--- src/sbtc_pkg.sv ---
// Package: shared constants, register map and carrier types of the 16-bit timer/counter.
// Assumes: single clock domain sys_clk, registers on a plain strobe port.
package sbtc_pkg;

  // ==========================================================================
  // Register indices on the plain port
  localparam logic [2:0] ADDR_LOW      = 3'h0;
  localparam logic [2:0] ADDR_HIGH     = 3'h1;
  localparam logic [2:0] ADDR_CONTROL  = 3'h2;
  localparam logic [2:0] ADDR_IRQ_FLAG = 3'h3;
  localparam logic [2:0] ADDR_IRQ_EN   = 3'h4;
  localparam logic [2:0] ADDR_PORT_DIR = 3'h5;
  localparam logic [2:0] ADDR_PORT_IN  = 3'h6;

  // ==========================================================================
  // Control, interrupt flag and pin bit positions
  localparam int CTL_ON_BIT    = 0;
  localparam int CTL_CS_BIT    = 1;
  localparam int CTL_SYNC_BIT  = 2;
  localparam int CTL_OSC_BIT   = 3;
  localparam int CTL_PS_LSB    = 4;
  localparam int IRQ_OVF_BIT   = 0;
  localparam int PIN_OSC_OUT   = 6;
  localparam int PIN_OSC_IN    = 7;

  // ==========================================================================
  // Reset values and count maximum
  localparam logic [7:0]  CONTROL_RST  = 8'h00;
  localparam logic [15:0] COUNT_RST    = 16'h0000;
  localparam logic [15:0] COUNT_MAX    = 16'hFFFF;
  localparam logic [7:0]  PORT_DIR_RST = 8'hFF;
  localparam logic [7:0]  READ_ZERO    = 8'h00;

  // ==========================================================================
  // Instruction cycle is four oscillator clocks
  localparam logic [1:0] INSTR_DIV_LAST = 2'h3;

  typedef struct packed {
    logic [1:0] prescale;
    logic       osc_enable;
    logic       sync_disable;
    logic       clock_select;
    logic       counter_on;
  } sbtc_ctrl_s;

  typedef enum logic [2:0] {
    ARM_IDLE = 3'b001,
    ARM_WAIT = 3'b010,
    ARM_RUN  = 3'b100
  } sbtc_arm_e;

endpackage : sbtc_pkg

--- src/sbtc_sync.sv ---
// Two-flop synchroniser for pin levels.
// Assumes: input may be asynchronous to sys_clk.
`timescale 1ns/1ps
`default_nettype none
module sbtc_sync #(
  parameter int WIDTH = 1
) (
  input  wire logic             sys_clk,
  input  wire logic             rst,
  input  wire logic [WIDTH-1:0] async_in,
  output logic      [WIDTH-1:0] sync_out
);
  logic [WIDTH-1:0] meta_q;
  logic [WIDTH-1:0] sync_q;

  always_ff @(posedge sys_clk or posedge rst) begin
    if (rst) begin
      meta_q <= '0;
      sync_q <= '0;
    end else begin
      meta_q <= async_in;
      sync_q <= meta_q;
    end
  end

  assign sync_out = sync_q;
endmodule : sbtc_sync
`default_nettype wire

--- src/sbtc_prescale.sv ---
// Count-clock prescaler: passes one of every 1, 2, 4 or 8 tick pulses.
// Assumes: tick is a one-cycle pulse on sys_clk; clear restarts the division.
`timescale 1ns/1ps
`default_nettype none
module sbtc_prescale (
  input  wire logic       sys_clk,
  input  wire logic       rst,
  input  wire logic       clear,
  input  wire logic [1:0] ratio,
  input  wire logic       tick,
  output logic            tick_out
);
  logic [2:0] div_q;
  logic [2:0] div_d;
  logic [2:0] mask;
  logic       out_d;
  logic       out_q;

  always_comb begin
    mask  = 3'((4'h1 << ratio) - 4'h1);
    div_d = div_q;
    out_d = 1'b0;
    if (clear) begin
      div_d = 3'h0;
    end else if (tick) begin
      if ((div_q & mask) == mask) begin
        div_d = 3'h0;
        out_d = 1'b1;
      end else begin
        div_d = 3'(div_q + 3'h1);
      end
    end
  end

  always_ff @(posedge sys_clk or posedge rst) begin
    if (rst) begin
      div_q <= 3'h0;
      out_q <= 1'b0;
    end else begin
      div_q <= div_d;
      out_q <= out_d;
    end
  end

  assign tick_out = out_q;
endmodule : sbtc_prescale
`default_nettype wire

--- src/sbtc_timer.sv ---
// Top of the 16-bit timer/counter: register port, count logic, overflow interrupt, pin takeover.
// Assumes: sys_clk 50 MHz as oscillator clock, asynchronous active-high rst,
// register reads return data in the cycle after the read strobe.
//
// The register addresses and strobed register access were chosen for this implementation.
`timescale 1ns/1ps
`default_nettype none
// Operation
// - 16-bit count in two byte registers
// - Counts up, wraps FFFF to 0000
// - Overflow sets sticky flag bit 0
// - Interrupt forwarded only when enabled
// - Timer and synchronised counter modes
// - Timer mode counts each instruction cycle
// - Counter mode counts rising edges only
// - Counting only while on bit set
// - Special event trigger clears the count
// - Oscillator enable forces pins input, read 0
// - Prescale codes give 1:1 to 1:8
// - Timer clock is oscillator over four
// - Sync bit stored but ignored; counting always synchronised
// - Counter mode needs falling edge before first count
module sbtc_timer (
  input  wire logic       sys_clk,
  input  wire logic       rst,
  input  wire logic [2:0] reg_addr,
  input  wire logic [7:0] reg_wdata,
  input  wire logic       reg_wr,
  input  wire logic       reg_rd,
  output logic      [7:0] reg_rdata,
  input  wire logic       special_event,
  input  wire logic       osc_in_pin,
  input  wire logic       osc_out_count_in_pin,
  output logic      [1:0] pin_dir_force,
  output logic            irq
);
  sbtc_pkg::sbtc_ctrl_s ctrl_q, ctrl_d;
  sbtc_pkg::sbtc_arm_e  arm_q, arm_d;
  logic [15:0] count_q, count_d;
  logic [7:0]  port_dir_q, port_dir_d;
  logic [7:0]  rdata_q, rdata_d;
  logic        ovf_q, ovf_d;
  logic        ovf_en_q, ovf_en_d;
  logic        irq_q, irq_d;
  logic [1:0]  force_q, force_d;
  logic [1:0]  instr_q, instr_d;
  logic        ext_prev_q, ext_prev_d;
  logic [1:0]  pins_sync;
  logic        ext_level;
  logic        raw_tick;
  logic        count_tick;
  logic        ps_clear;
  logic        wr_low, wr_high, rd_flag;

  // ==========================================================================
  // Pin synchronisers
  sbtc_sync #(
    .WIDTH (2)
  ) u_sync (
    .sys_clk  (sys_clk),
    .rst      (rst),
    .async_in ({osc_in_pin, osc_out_count_in_pin}),
    .sync_out (pins_sync)
  );

  // ==========================================================================
  // Count source selection
  always_comb begin
    ext_level  = ctrl_q.osc_enable ? pins_sync[1] : pins_sync[0];
    ext_prev_d = ext_level;
    instr_d    = 2'(instr_q + 2'h1);
    raw_tick   = 1'b0;
    arm_d      = arm_q;
    if (!ctrl_q.counter_on) begin
      arm_d = sbtc_pkg::ARM_IDLE;
    end else begin
      case (arm_q)
        sbtc_pkg::ARM_IDLE: begin
          arm_d = sbtc_pkg::ARM_WAIT;
        end
        sbtc_pkg::ARM_WAIT: begin
          if (ext_prev_q && !ext_level) begin
            arm_d = sbtc_pkg::ARM_RUN;
          end
        end
        sbtc_pkg::ARM_RUN: begin
          arm_d = sbtc_pkg::ARM_RUN;
        end
        default: begin
          arm_d = sbtc_pkg::ARM_IDLE;
        end
      endcase
      if (!ctrl_q.clock_select) begin
        raw_tick = (instr_q == sbtc_pkg::INSTR_DIV_LAST);
      end else begin
        raw_tick = (arm_q == sbtc_pkg::ARM_RUN) && !ext_prev_q && ext_level;
      end
    end
  end

  assign ps_clear = !ctrl_q.counter_on || wr_low || wr_high;

  sbtc_prescale u_prescale (
    .sys_clk  (sys_clk),
    .rst      (rst),
    .clear    (ps_clear),
    .ratio    (ctrl_q.prescale),
    .tick     (raw_tick),
    .tick_out (count_tick)
  );

  // ==========================================================================
  // Registers, counter and interrupt
  always_comb begin
    wr_low     = reg_wr && (reg_addr == sbtc_pkg::ADDR_LOW);
    wr_high    = reg_wr && (reg_addr == sbtc_pkg::ADDR_HIGH);
    rd_flag    = reg_rd && (reg_addr == sbtc_pkg::ADDR_IRQ_FLAG);
    ctrl_d     = ctrl_q;
    ovf_en_d   = ovf_en_q;
    port_dir_d = port_dir_q;
    count_d    = count_q;
    ovf_d      = ovf_q;
    if (rd_flag) begin
      ovf_d = 1'b0;
    end
    if (reg_wr) begin
      case (reg_addr)
        sbtc_pkg::ADDR_CONTROL:  ctrl_d     = reg_wdata[5:0];
        sbtc_pkg::ADDR_IRQ_EN:   ovf_en_d   = reg_wdata[sbtc_pkg::IRQ_OVF_BIT];
        sbtc_pkg::ADDR_PORT_DIR: port_dir_d = reg_wdata;
        default:                 ctrl_d     = ctrl_q;
      endcase
    end
    if (special_event) begin
      count_d = sbtc_pkg::COUNT_RST;
    end else if (count_tick) begin
      count_d = 16'(count_q + 16'h0001);
      if (count_q == sbtc_pkg::COUNT_MAX) begin
        ovf_d = 1'b1;
      end
    end
    if (wr_low) begin
      count_d[7:0] = reg_wdata;
    end
    if (wr_high) begin
      count_d[15:8] = reg_wdata;
    end
    irq_d = ovf_d && ovf_en_d;
    force_d = {2{ctrl_d.osc_enable}};
    rdata_d = sbtc_pkg::READ_ZERO;
    if (reg_rd) begin
      case (reg_addr)
        sbtc_pkg::ADDR_LOW:      rdata_d = count_q[7:0];
        sbtc_pkg::ADDR_HIGH:     rdata_d = count_q[15:8];
        sbtc_pkg::ADDR_CONTROL:  rdata_d = {2'h0, ctrl_q};
        sbtc_pkg::ADDR_IRQ_FLAG: rdata_d = {7'h00, ovf_q};
        sbtc_pkg::ADDR_IRQ_EN:   rdata_d = {7'h00, ovf_en_q};
        sbtc_pkg::ADDR_PORT_DIR: rdata_d = port_dir_q;
        sbtc_pkg::ADDR_PORT_IN: begin
          rdata_d = ctrl_q.osc_enable ? sbtc_pkg::READ_ZERO : {pins_sync[1], pins_sync[0], 6'h00};
        end
        default: rdata_d = sbtc_pkg::READ_ZERO;
      endcase
    end
  end

  always_ff @(posedge sys_clk or posedge rst) begin
    if (rst) begin
      ctrl_q     <= sbtc_pkg::CONTROL_RST[5:0];
      arm_q      <= sbtc_pkg::ARM_IDLE;
      count_q    <= sbtc_pkg::COUNT_RST;
      port_dir_q <= sbtc_pkg::PORT_DIR_RST;
      rdata_q    <= sbtc_pkg::READ_ZERO;
      ovf_q      <= 1'b0;
      ovf_en_q   <= 1'b0;
      irq_q      <= 1'b0;
      force_q    <= 2'h0;
      instr_q    <= 2'h0;
      ext_prev_q <= 1'b0;
    end else begin
      ctrl_q     <= ctrl_d;
      arm_q      <= arm_d;
      count_q    <= count_d;
      port_dir_q <= port_dir_d;
      rdata_q    <= rdata_d;
      ovf_q      <= ovf_d;
      ovf_en_q   <= ovf_en_d;
      irq_q      <= irq_d;
      force_q    <= force_d;
      instr_q    <= instr_d;
      ext_prev_q <= ext_prev_d;
    end
  end

  assign reg_rdata     = rdata_q;
  assign irq           = irq_q;
  assign pin_dir_force = force_q;
endmodule : sbtc_timer
`default_nettype wire

--- config.mk ---
export PLATFORM = sky130hd
export DESIGN_NAME = sbtc_timer
export DESIGN_NICKNAME = d
export VERILOG_FILES = /design/src/sbtc_pkg.sv /design/src/sbtc_sync.sv /design/src/sbtc_prescale.sv /design/src/sbtc_timer.sv
export SDC_FILE = /design/constraint.sdc
export NUM_CORES = 1
export LEC_CHECK = 0
export BUFFER_PORTS_ARGS = -buffer_cell sky130_fd_sc_hd__clkbuf_2
export CAP_MARGIN = 10
export CORE_MARGIN = 1
export CORE_UTILIZATION = 55
export DETAILED_ROUTE_END_ITERATION = 8
export PLACE_DENSITY_LB_ADDON = 0.05
export SETUP_SLACK_MARGIN = 0.3
export SLEW_MARGIN = 40
export SYNTH_ARGS = -nofsm -noshare
export SYNTH_HDL_FRONTEND = slang
export SYNTH_SLANG_ARGS = --single-unit
--- constraint.sdc ---
create_clock -name sys_clk -period 1.65 [get_ports sys_clk]
set_clock_uncertainty 0.05 [all_clocks]
set_input_delay 0.165 -clock sys_clk [delete_from_list [all_inputs] [get_ports sys_clk]]
set_output_delay 0.165 -clock sys_clk [all_outputs]
set_load 0.02 [all_outputs]
==> impl_metrics.yaml, run 1 <==
cells_and_area:
  diodes: 0
  seqCellArea_um2: 1390
  fillers: 365
  synthToLayoutAreaGrowth_pct: 24.1
  final_cell_mix: "dfrtp_1 (41), clkbuf_2 (28), nand2_1 (26), buf_4 (26), mux2_2 (19)"
  postLayoutCoreUtil: 0.715
  final_common_cell: "dfrtp_1"
  drive_gt1_frac: 0.419
  finish.net_count: 328
  multi_input_area_um2: 1340
yosys:
  synth-simple-area-share: 0.190
  synth_async_sr_flop_share: 1.00
  ys_ff_latch: 55
  synth-edff-count: 0
  synth_fp_nets: 270
  ys.flop_type: "dfrtp_1"
  netlist_area_um2: 2740
  synth.distinct_cells: 45
  yosysSeqAreaShare: 0.507
  syn_area_per_cell_um2: 11.0
  synthXorXnorAreaFrac: 0.0480
  synthAdderAreaFrac: 0.0137
  synth_top_area_share: 0.420
  synth_compound_area_frac: 0.0950
  synthCells: 249
  synth_top_cell_by_area: "dfrtp_1"
  yosys-top-cells-area: "dfrtp_1 (42%), dfstp_2 (8.6%), mux2_2 (7.8%)"
  synth_top_family_by_area: "simple AND/OR/NAND/NOR gates"
  synth.mux.area_fraction: 0.116
  synth_warnings: 0
grt:
  grt_pass1_vias: 2008
  antenna_found_initial: 0
  overflow: 0
  grt_pass1_wl_um: 9730
  grt.total_usage: 0.248
  grt_max_degree: 38
critical_path:
  arrival_ns: 1.62
  path_class: "reg -> reg"
  worst_setup_path_end_kind: "flop"
  worstPathMaxFanout: 5
  cp_data_required_time_ns: 1.84
  cp-start-kind: "flop"
floorplan:
  top_level_ports: 29
  core_area_um2: 4750
  die_h_um: 72.6
  rows: 25
  die_area_um2: 5270
  start_util: 0.576
  die_w_um: 72.6
route:
  viasPerCell: 5.47
  drt_iter0_drc: 54
  wirelength_um: 6130
  dr.pass1.iters: 4
  drtAntennaViolNets: 0
  vias: 2052
  avgRoutedWirePerCell_um: 16.3
  drc_errors: 0
timing:
  fmax_mhz: 697
  min_period_over_period: 0.869
  maxSlewHeadroom: 0.706
  min_period_ns: 1.43
  rsz0062_at_grt: "yes"
  finalHoldViolCount: 0
  setup_viol: 0
  worstMarginPinSlew_ns: 0.439
  drv_slew: 0
  finalSetupTns_ns: 0
placed_design:
  dp_hpwl_um: 4110
  place_congestion: 0.864
  io_buffer_count: 28
outcome:
  outcome: "finished clean"
power:
  peakVddDrop_mv: 0.542
  power_leakage_nw: 1.55
  cellPowerDensity_nw_per_um2: 921
clock_network:
  clockBufferDepth: 2
  htreeDepth: 2
  clkSlewWorstSetupHoldPaths_ns: 0.09
  cts_tree: "built"
  cts_root_buffer: "clkbuf_8"
  clkSinkCount: 55
  cts_inserted_buffers: 5
  insertion_delay_ns: 0.31
run:
  drv_cap: 0
hold_path:
  hold_class: "in -> reg"
[layout make-up]
| cell class | instances | area share |
|---|---|---|
| Inverter | 5 | 0.00663 |
| Timing Repair Buffer | 62 | 0.129 |
| Clock buffer | 6 | 0.0243 |
| Multi-Input combinational cell | 178 | 0.395 |
| Clock inverter | 2 | 0.0103 |
| Tap cell | 67 | 0.0247 |
| Sequential cell | 55 | 0.410 |
[flip-flops by register name, indices dropped and copies added (netlist names)]
| register | count |
|---|---|
| u_prescale.tick_out | 1 |
| arm_q | 3 |
| port_dir_q | 8 |
| ovf_en_q | 1 |
| ext_prev_q | 1 |
| ovf_q | 1 |
| u_sync.sync_out | 2 |
| ctrl_q | 5 |
| pin_dir_force | 1 |
| u_prescale.div_q | 3 |
| u_sync.meta_q | 2 |
| count_q | 16 |
| instr_q | 2 |
| irq | 1 |
| reg_rdata | 8 |
[power breakdown]
| group | switching, mW | internal, mW |
|---|---|---|
| logic | 0.289 | 0.279 |
| clock network | 0.432 | 0.491 |
| registers | 0.110 | 1.53 |
| total | 0.831 | 2.30 |
[per-stage QoR]
stage          total power, mW  instance area (um2)  cells  setup slack, ns  hold WS [ns]
3_3_place_gp              2.15                 3020    346            0.159         0.129
6_report                  3.13                 3400    375            0.216        0.0548
4_1_cts                   3.12                 3260    366            0.236        0.0515
2_1_floorplan             1.99                 2740    249            0.301         0.146
3_5_place_dp              2.17                 3020    346            0.134         0.143
5_1_grt                   3.28                 3400    375            0.128        0.0660
[Yosys cell counts, types with 2 or more instances]
cell type  count
a21oi_1        2
a22oi_1        5
a31oi_1        2
and2_1         8
and3_1         3
buf_2          5
buf_4          3
clkbuf_1       2
dfrtp_1       46
dfstp_2        9
ha_1           3
inv_1          5
mux2_2        19
mux2i_1        8
nand2_1       30
nand2b_1       2
nand3_1       10
nand3b_1       2
nand4_1        4
nand4b_1       2
nor2_1        10
nor2b_1        3
nor3_1         3
nor3_4         2
nor3b_1        3
o21ai_0       19
o21ai_1        4
o21ai_2        2
o31ai_1        3
or2_2          2
xnor2_1        4
xor2_1        11
[cells by family (layout without fill, tap and decap cells)]
kind of cell | after synthesis | after routing
AND/OR/NAND/NOR | 90 | 90
flip-flops | 55 | 55
AO/OA/AOI/OAI | 42 | 42
multiplexers | 28 | 28
buffers and inverters | 16 | 75
XOR/XNOR | 15 | 15
adder cells (fa/ha/maj) | 3 | 3
[what timing repair did]
| item | in CTS | in global routing |
|---|---|---|
| endpoints found under the setup margin | 12 | 18 |
| buffers inserted | 9 | 9 |
| endpoints found under the hold margin | 16 | 0 |
| gates cloned | 0 | 0 |
| pin swaps | 10 | 16 |
| hold buffers | 3 | 0 |
| resized for setup | 9 | 20 |
[worst paths after layout]
kind	cells past startpoint	end	startpoint	slack, ns
worst max-delay path	5	count_q[10]$_DFFE_PP0P_	count_q[5]$_DFFE_PP0P_	0.22
max in group asynchronous	4	port_dir_q[4]$_DFFE_PP1P_	rst	0.62
worst min-delay path	3	count_q[14]$_DFFE_PP0P_	reg_wdata[6]	0.05
min in group asynchronous	3	u_sync.sync_out[1]$_DFF_PP0_	rst	0.34
worst max register to register	5	count_q[10]$_DFFE_PP0P_	count_q[5]$_DFFE_PP0P_	0.22
worst min register to register	0	u_sync.sync_out[0]$_DFF_PP0_	u_sync.meta_q[0]$_DFF_PP0_	0.31
[per-layer routing]
metal / GRT usage / vias to the layer above / share of wire / wire, um
met2: 0.409 / 39 / 0.51 / 3150
met4: 0.0937 / 0 / 0.019 / 114
met5: 0 / - / 0 / 0
li1: - / 991 / - / -
met3: 0.0444 / 11 / 0.027 / 164
met1: 0.329 / 1011 / 0.44 / 2700
[critical path: stages, from the launching register on]
cell and delay, ns:
dfrtp_1 0.40, nand4_4 0.17, nor3_4 0.32, nand3_2 0.15, xor2_2 0.17, o21ai_2 0.10
Note: power is estimated with default switching activity, not from simulation.
==> run 2, diff against run 1 <==
==> constraint.sdc (replaced) <==
create_clock -name sys_clk -period 1.65 [get_ports sys_clk]
set_clock_uncertainty 0.05 [all_clocks]
set_input_delay 0.2475 -clock sys_clk [delete_from_list [all_inputs] [get_ports sys_clk]]
set_output_delay 0.2475 -clock sys_clk [all_outputs]
set_load 0.02 [all_outputs]
==> run 2 against run 1 <==
- sequential power hardly changed
- critical endpoint is now count_q[7]$_DFFE_PP0P_
- non-clock buffer count is 4 higher
- first-iteration DRC count is 98% higher
==> impl_metrics.yaml, run 2 (same netlist as run 1, synthesis figures left out) <==
cells_and_area:
  finalNonFillerCells: 379
  final_area_um2: 3390
  seqCellArea_um2: 1390
  multi_input_area_um2: 1350
  synthToLayoutAreaGrowth_pct: 23.7
  top_register: "count_q"
  largest_reg_flops: 16
  diodes: 0
  postLayoutCoreUtil: 0.712
  fillers: 387
  final_common_cell: "dfrtp_1"
  drive_gt1_frac: 0.413
  final_cell_mix: "dfrtp_1 (44), buf_4 (32), clkbuf_2 (27)"
  finish.net_count: 332
power:
  netSwitchingFraction: 0.279
  peakVddDrop_mv: 0.781
  p_sw_mw: 0.815
  cellPowerDensity_nw_per_um2: 863
  p_comb_frac: 0.195
  p_int_mw: 2.11
  power_leakage_nw: 1.54
  clkPwrFrac: 0.243
  pwr-share-seq: 0.561
placed_design:
  io_buffer_count: 28
  placed_area_um2: 3030
  place_congestion: 0.871
  dp_cells: 349
  dp_hpwl_um: 4200
route:
  drc_errors: 0
  wirelength_um: 6290
  drtAntennaViolNets: 0
  vias: 2084
  viasPerCell: 5.50
  avgRoutedWirePerCell_um: 16.6
  dr.pass1.iters: 5
  drt_iter0_drc: 107
timing:
  rsz0062_at_grt: "yes"
  fmax_mhz: 700
  drv_slew: 0
  setup_viol: 0
  maxSlewHeadroom: 0.668
  finalSetupTns_ns: 0
  worstMarginPinSlew_ns: 0.496
  finalHoldViolCount: 0
  min_period_ns: 1.43
  min_period_over_period: 0.866
floorplan:
  die_area_um2: 5270
  rows: 25
  core_area_um2: 4750
  die_w_um: 72.6
  start_util: 0.576
  die_h_um: 72.6
  top_level_ports: 29
clock_network:
  cts_root_buffer: "clkbuf_8"
  insertion_delay_ns: 0.31
  cts_inserted_buffers: 5
  clkSinkCount: 55
  clkSlewWorstSetupHoldPaths_ns: 0.09
  htreeDepth: 2
  cts_tree: "built"
  clockBufferDepth: 2
grt:
  grt_max_degree: 23
  grt_pass1_wl_um: 10100
  antenna_found_initial: 0
  grt_pass1_vias: 2125
  overflow: 0
  grt.total_usage: 0.258
hold_path:
  hold_class: "in -> reg"
critical_path:
  worst_setup_path_end_kind: "flop"
  worstPathMaxFanout: 3
  path_class: "reg -> reg"
  arrival_ns: 1.57
  cp_data_required_time_ns: 1.79
  cp-start-kind: "flop"
outcome:
  outcome: "finished clean"
run:
  drv_cap: 0
run 2: cell count changes in the layout (fill, tap and decap cells not counted), sizes merged:
cell,previous run,this run
buf,31,36
bufinv,1,0
run 2: per-stage QoR:
step | setup WS [ns] | hold slack [ns] | power [mW]
6_report | 0.222 | 0.139 | 2.92
5_1_grt | 0.157 | 0.147 | 3.08
4_1_cts | 0.244 | 0.139 | 2.91
3_5_place_dp | 0.0343 | 0.234 | 2.17
3_3_place_gp | 0.121 | 0.238 | 2.15
2_1_floorplan | 0.301 | 0.229 | 1.99
run 2: path summary, 6_finish.rpt:
kind	slack (ns)	to	depth (start not counted)	from
max reg2reg	0.22	count_q[7]$_DFFE_PP0P_	7	count_q[1]$_DFFE_PP0P_
min	0.14	count_q[15]$_DFFE_PP0P_	3	reg_wdata[7]
max in group asynchronous	0.52	count_q[6]$_DFFE_PP0P_	4	rst
min reg2reg	0.32	u_sync.sync_out[1]$_DFF_PP0_	0	u_sync.meta_q[1]$_DFF_PP0_
max	0.22	count_q[7]$_DFFE_PP0P_	7	count_q[1]$_DFFE_PP0P_
min in group asynchronous	0.45	u_prescale.div_q[0]$_DFFE_PP0P_	3	rst
run 2: power groups by stage:
stage | logic, mW | registers [mW] | clock network, mW
after global placement | 0.496 | 1.66 | 0
after detailed placement | 0.502 | 1.66 | 0
after global routing | 0.628 | 1.66 | 0.794
after floorplan | 0.347 | 1.65 | 0
final | 0.571 | 1.64 | 0.712
after CTS | 0.537 | 1.64 | 0.733
run 2: per-layer routing:
layer	GRT usage	up-vias	routed length, um
li1	-	1000	-
met1	0.340	1021	2690
met2	0.427	55	3220
met3	0.0528	8	295
met4	0.0915	0	78
met5	0	-	0
run 2: final cells by class:
type,count,area share
clock buffers,7,0.0225
clock inverters,1,0.00148
flip-flops and latches,55,0.410
repair buffers,66,0.136
multi-input cells,178,0.399
inverters,5,0.00665
well taps,67,0.0248
run 2: worst max-delay path, stage by stage, from the launching register on:
cell     delay, ns
dfrtp_1       0.43
buf_6         0.13
buf_4         0.12
and3_4        0.20
nand2_1       0.07
nor2_2        0.11
xnor2_1       0.13
o21ai_0       0.09
run 2: timing repair:
item,in CTS,in global routing
hold endpoints to repair,17,0
hold buffers,3,0
setup buffers,11,8
setup endpoints to repair,14,24
pin swaps,10,16
resized for setup,11,19
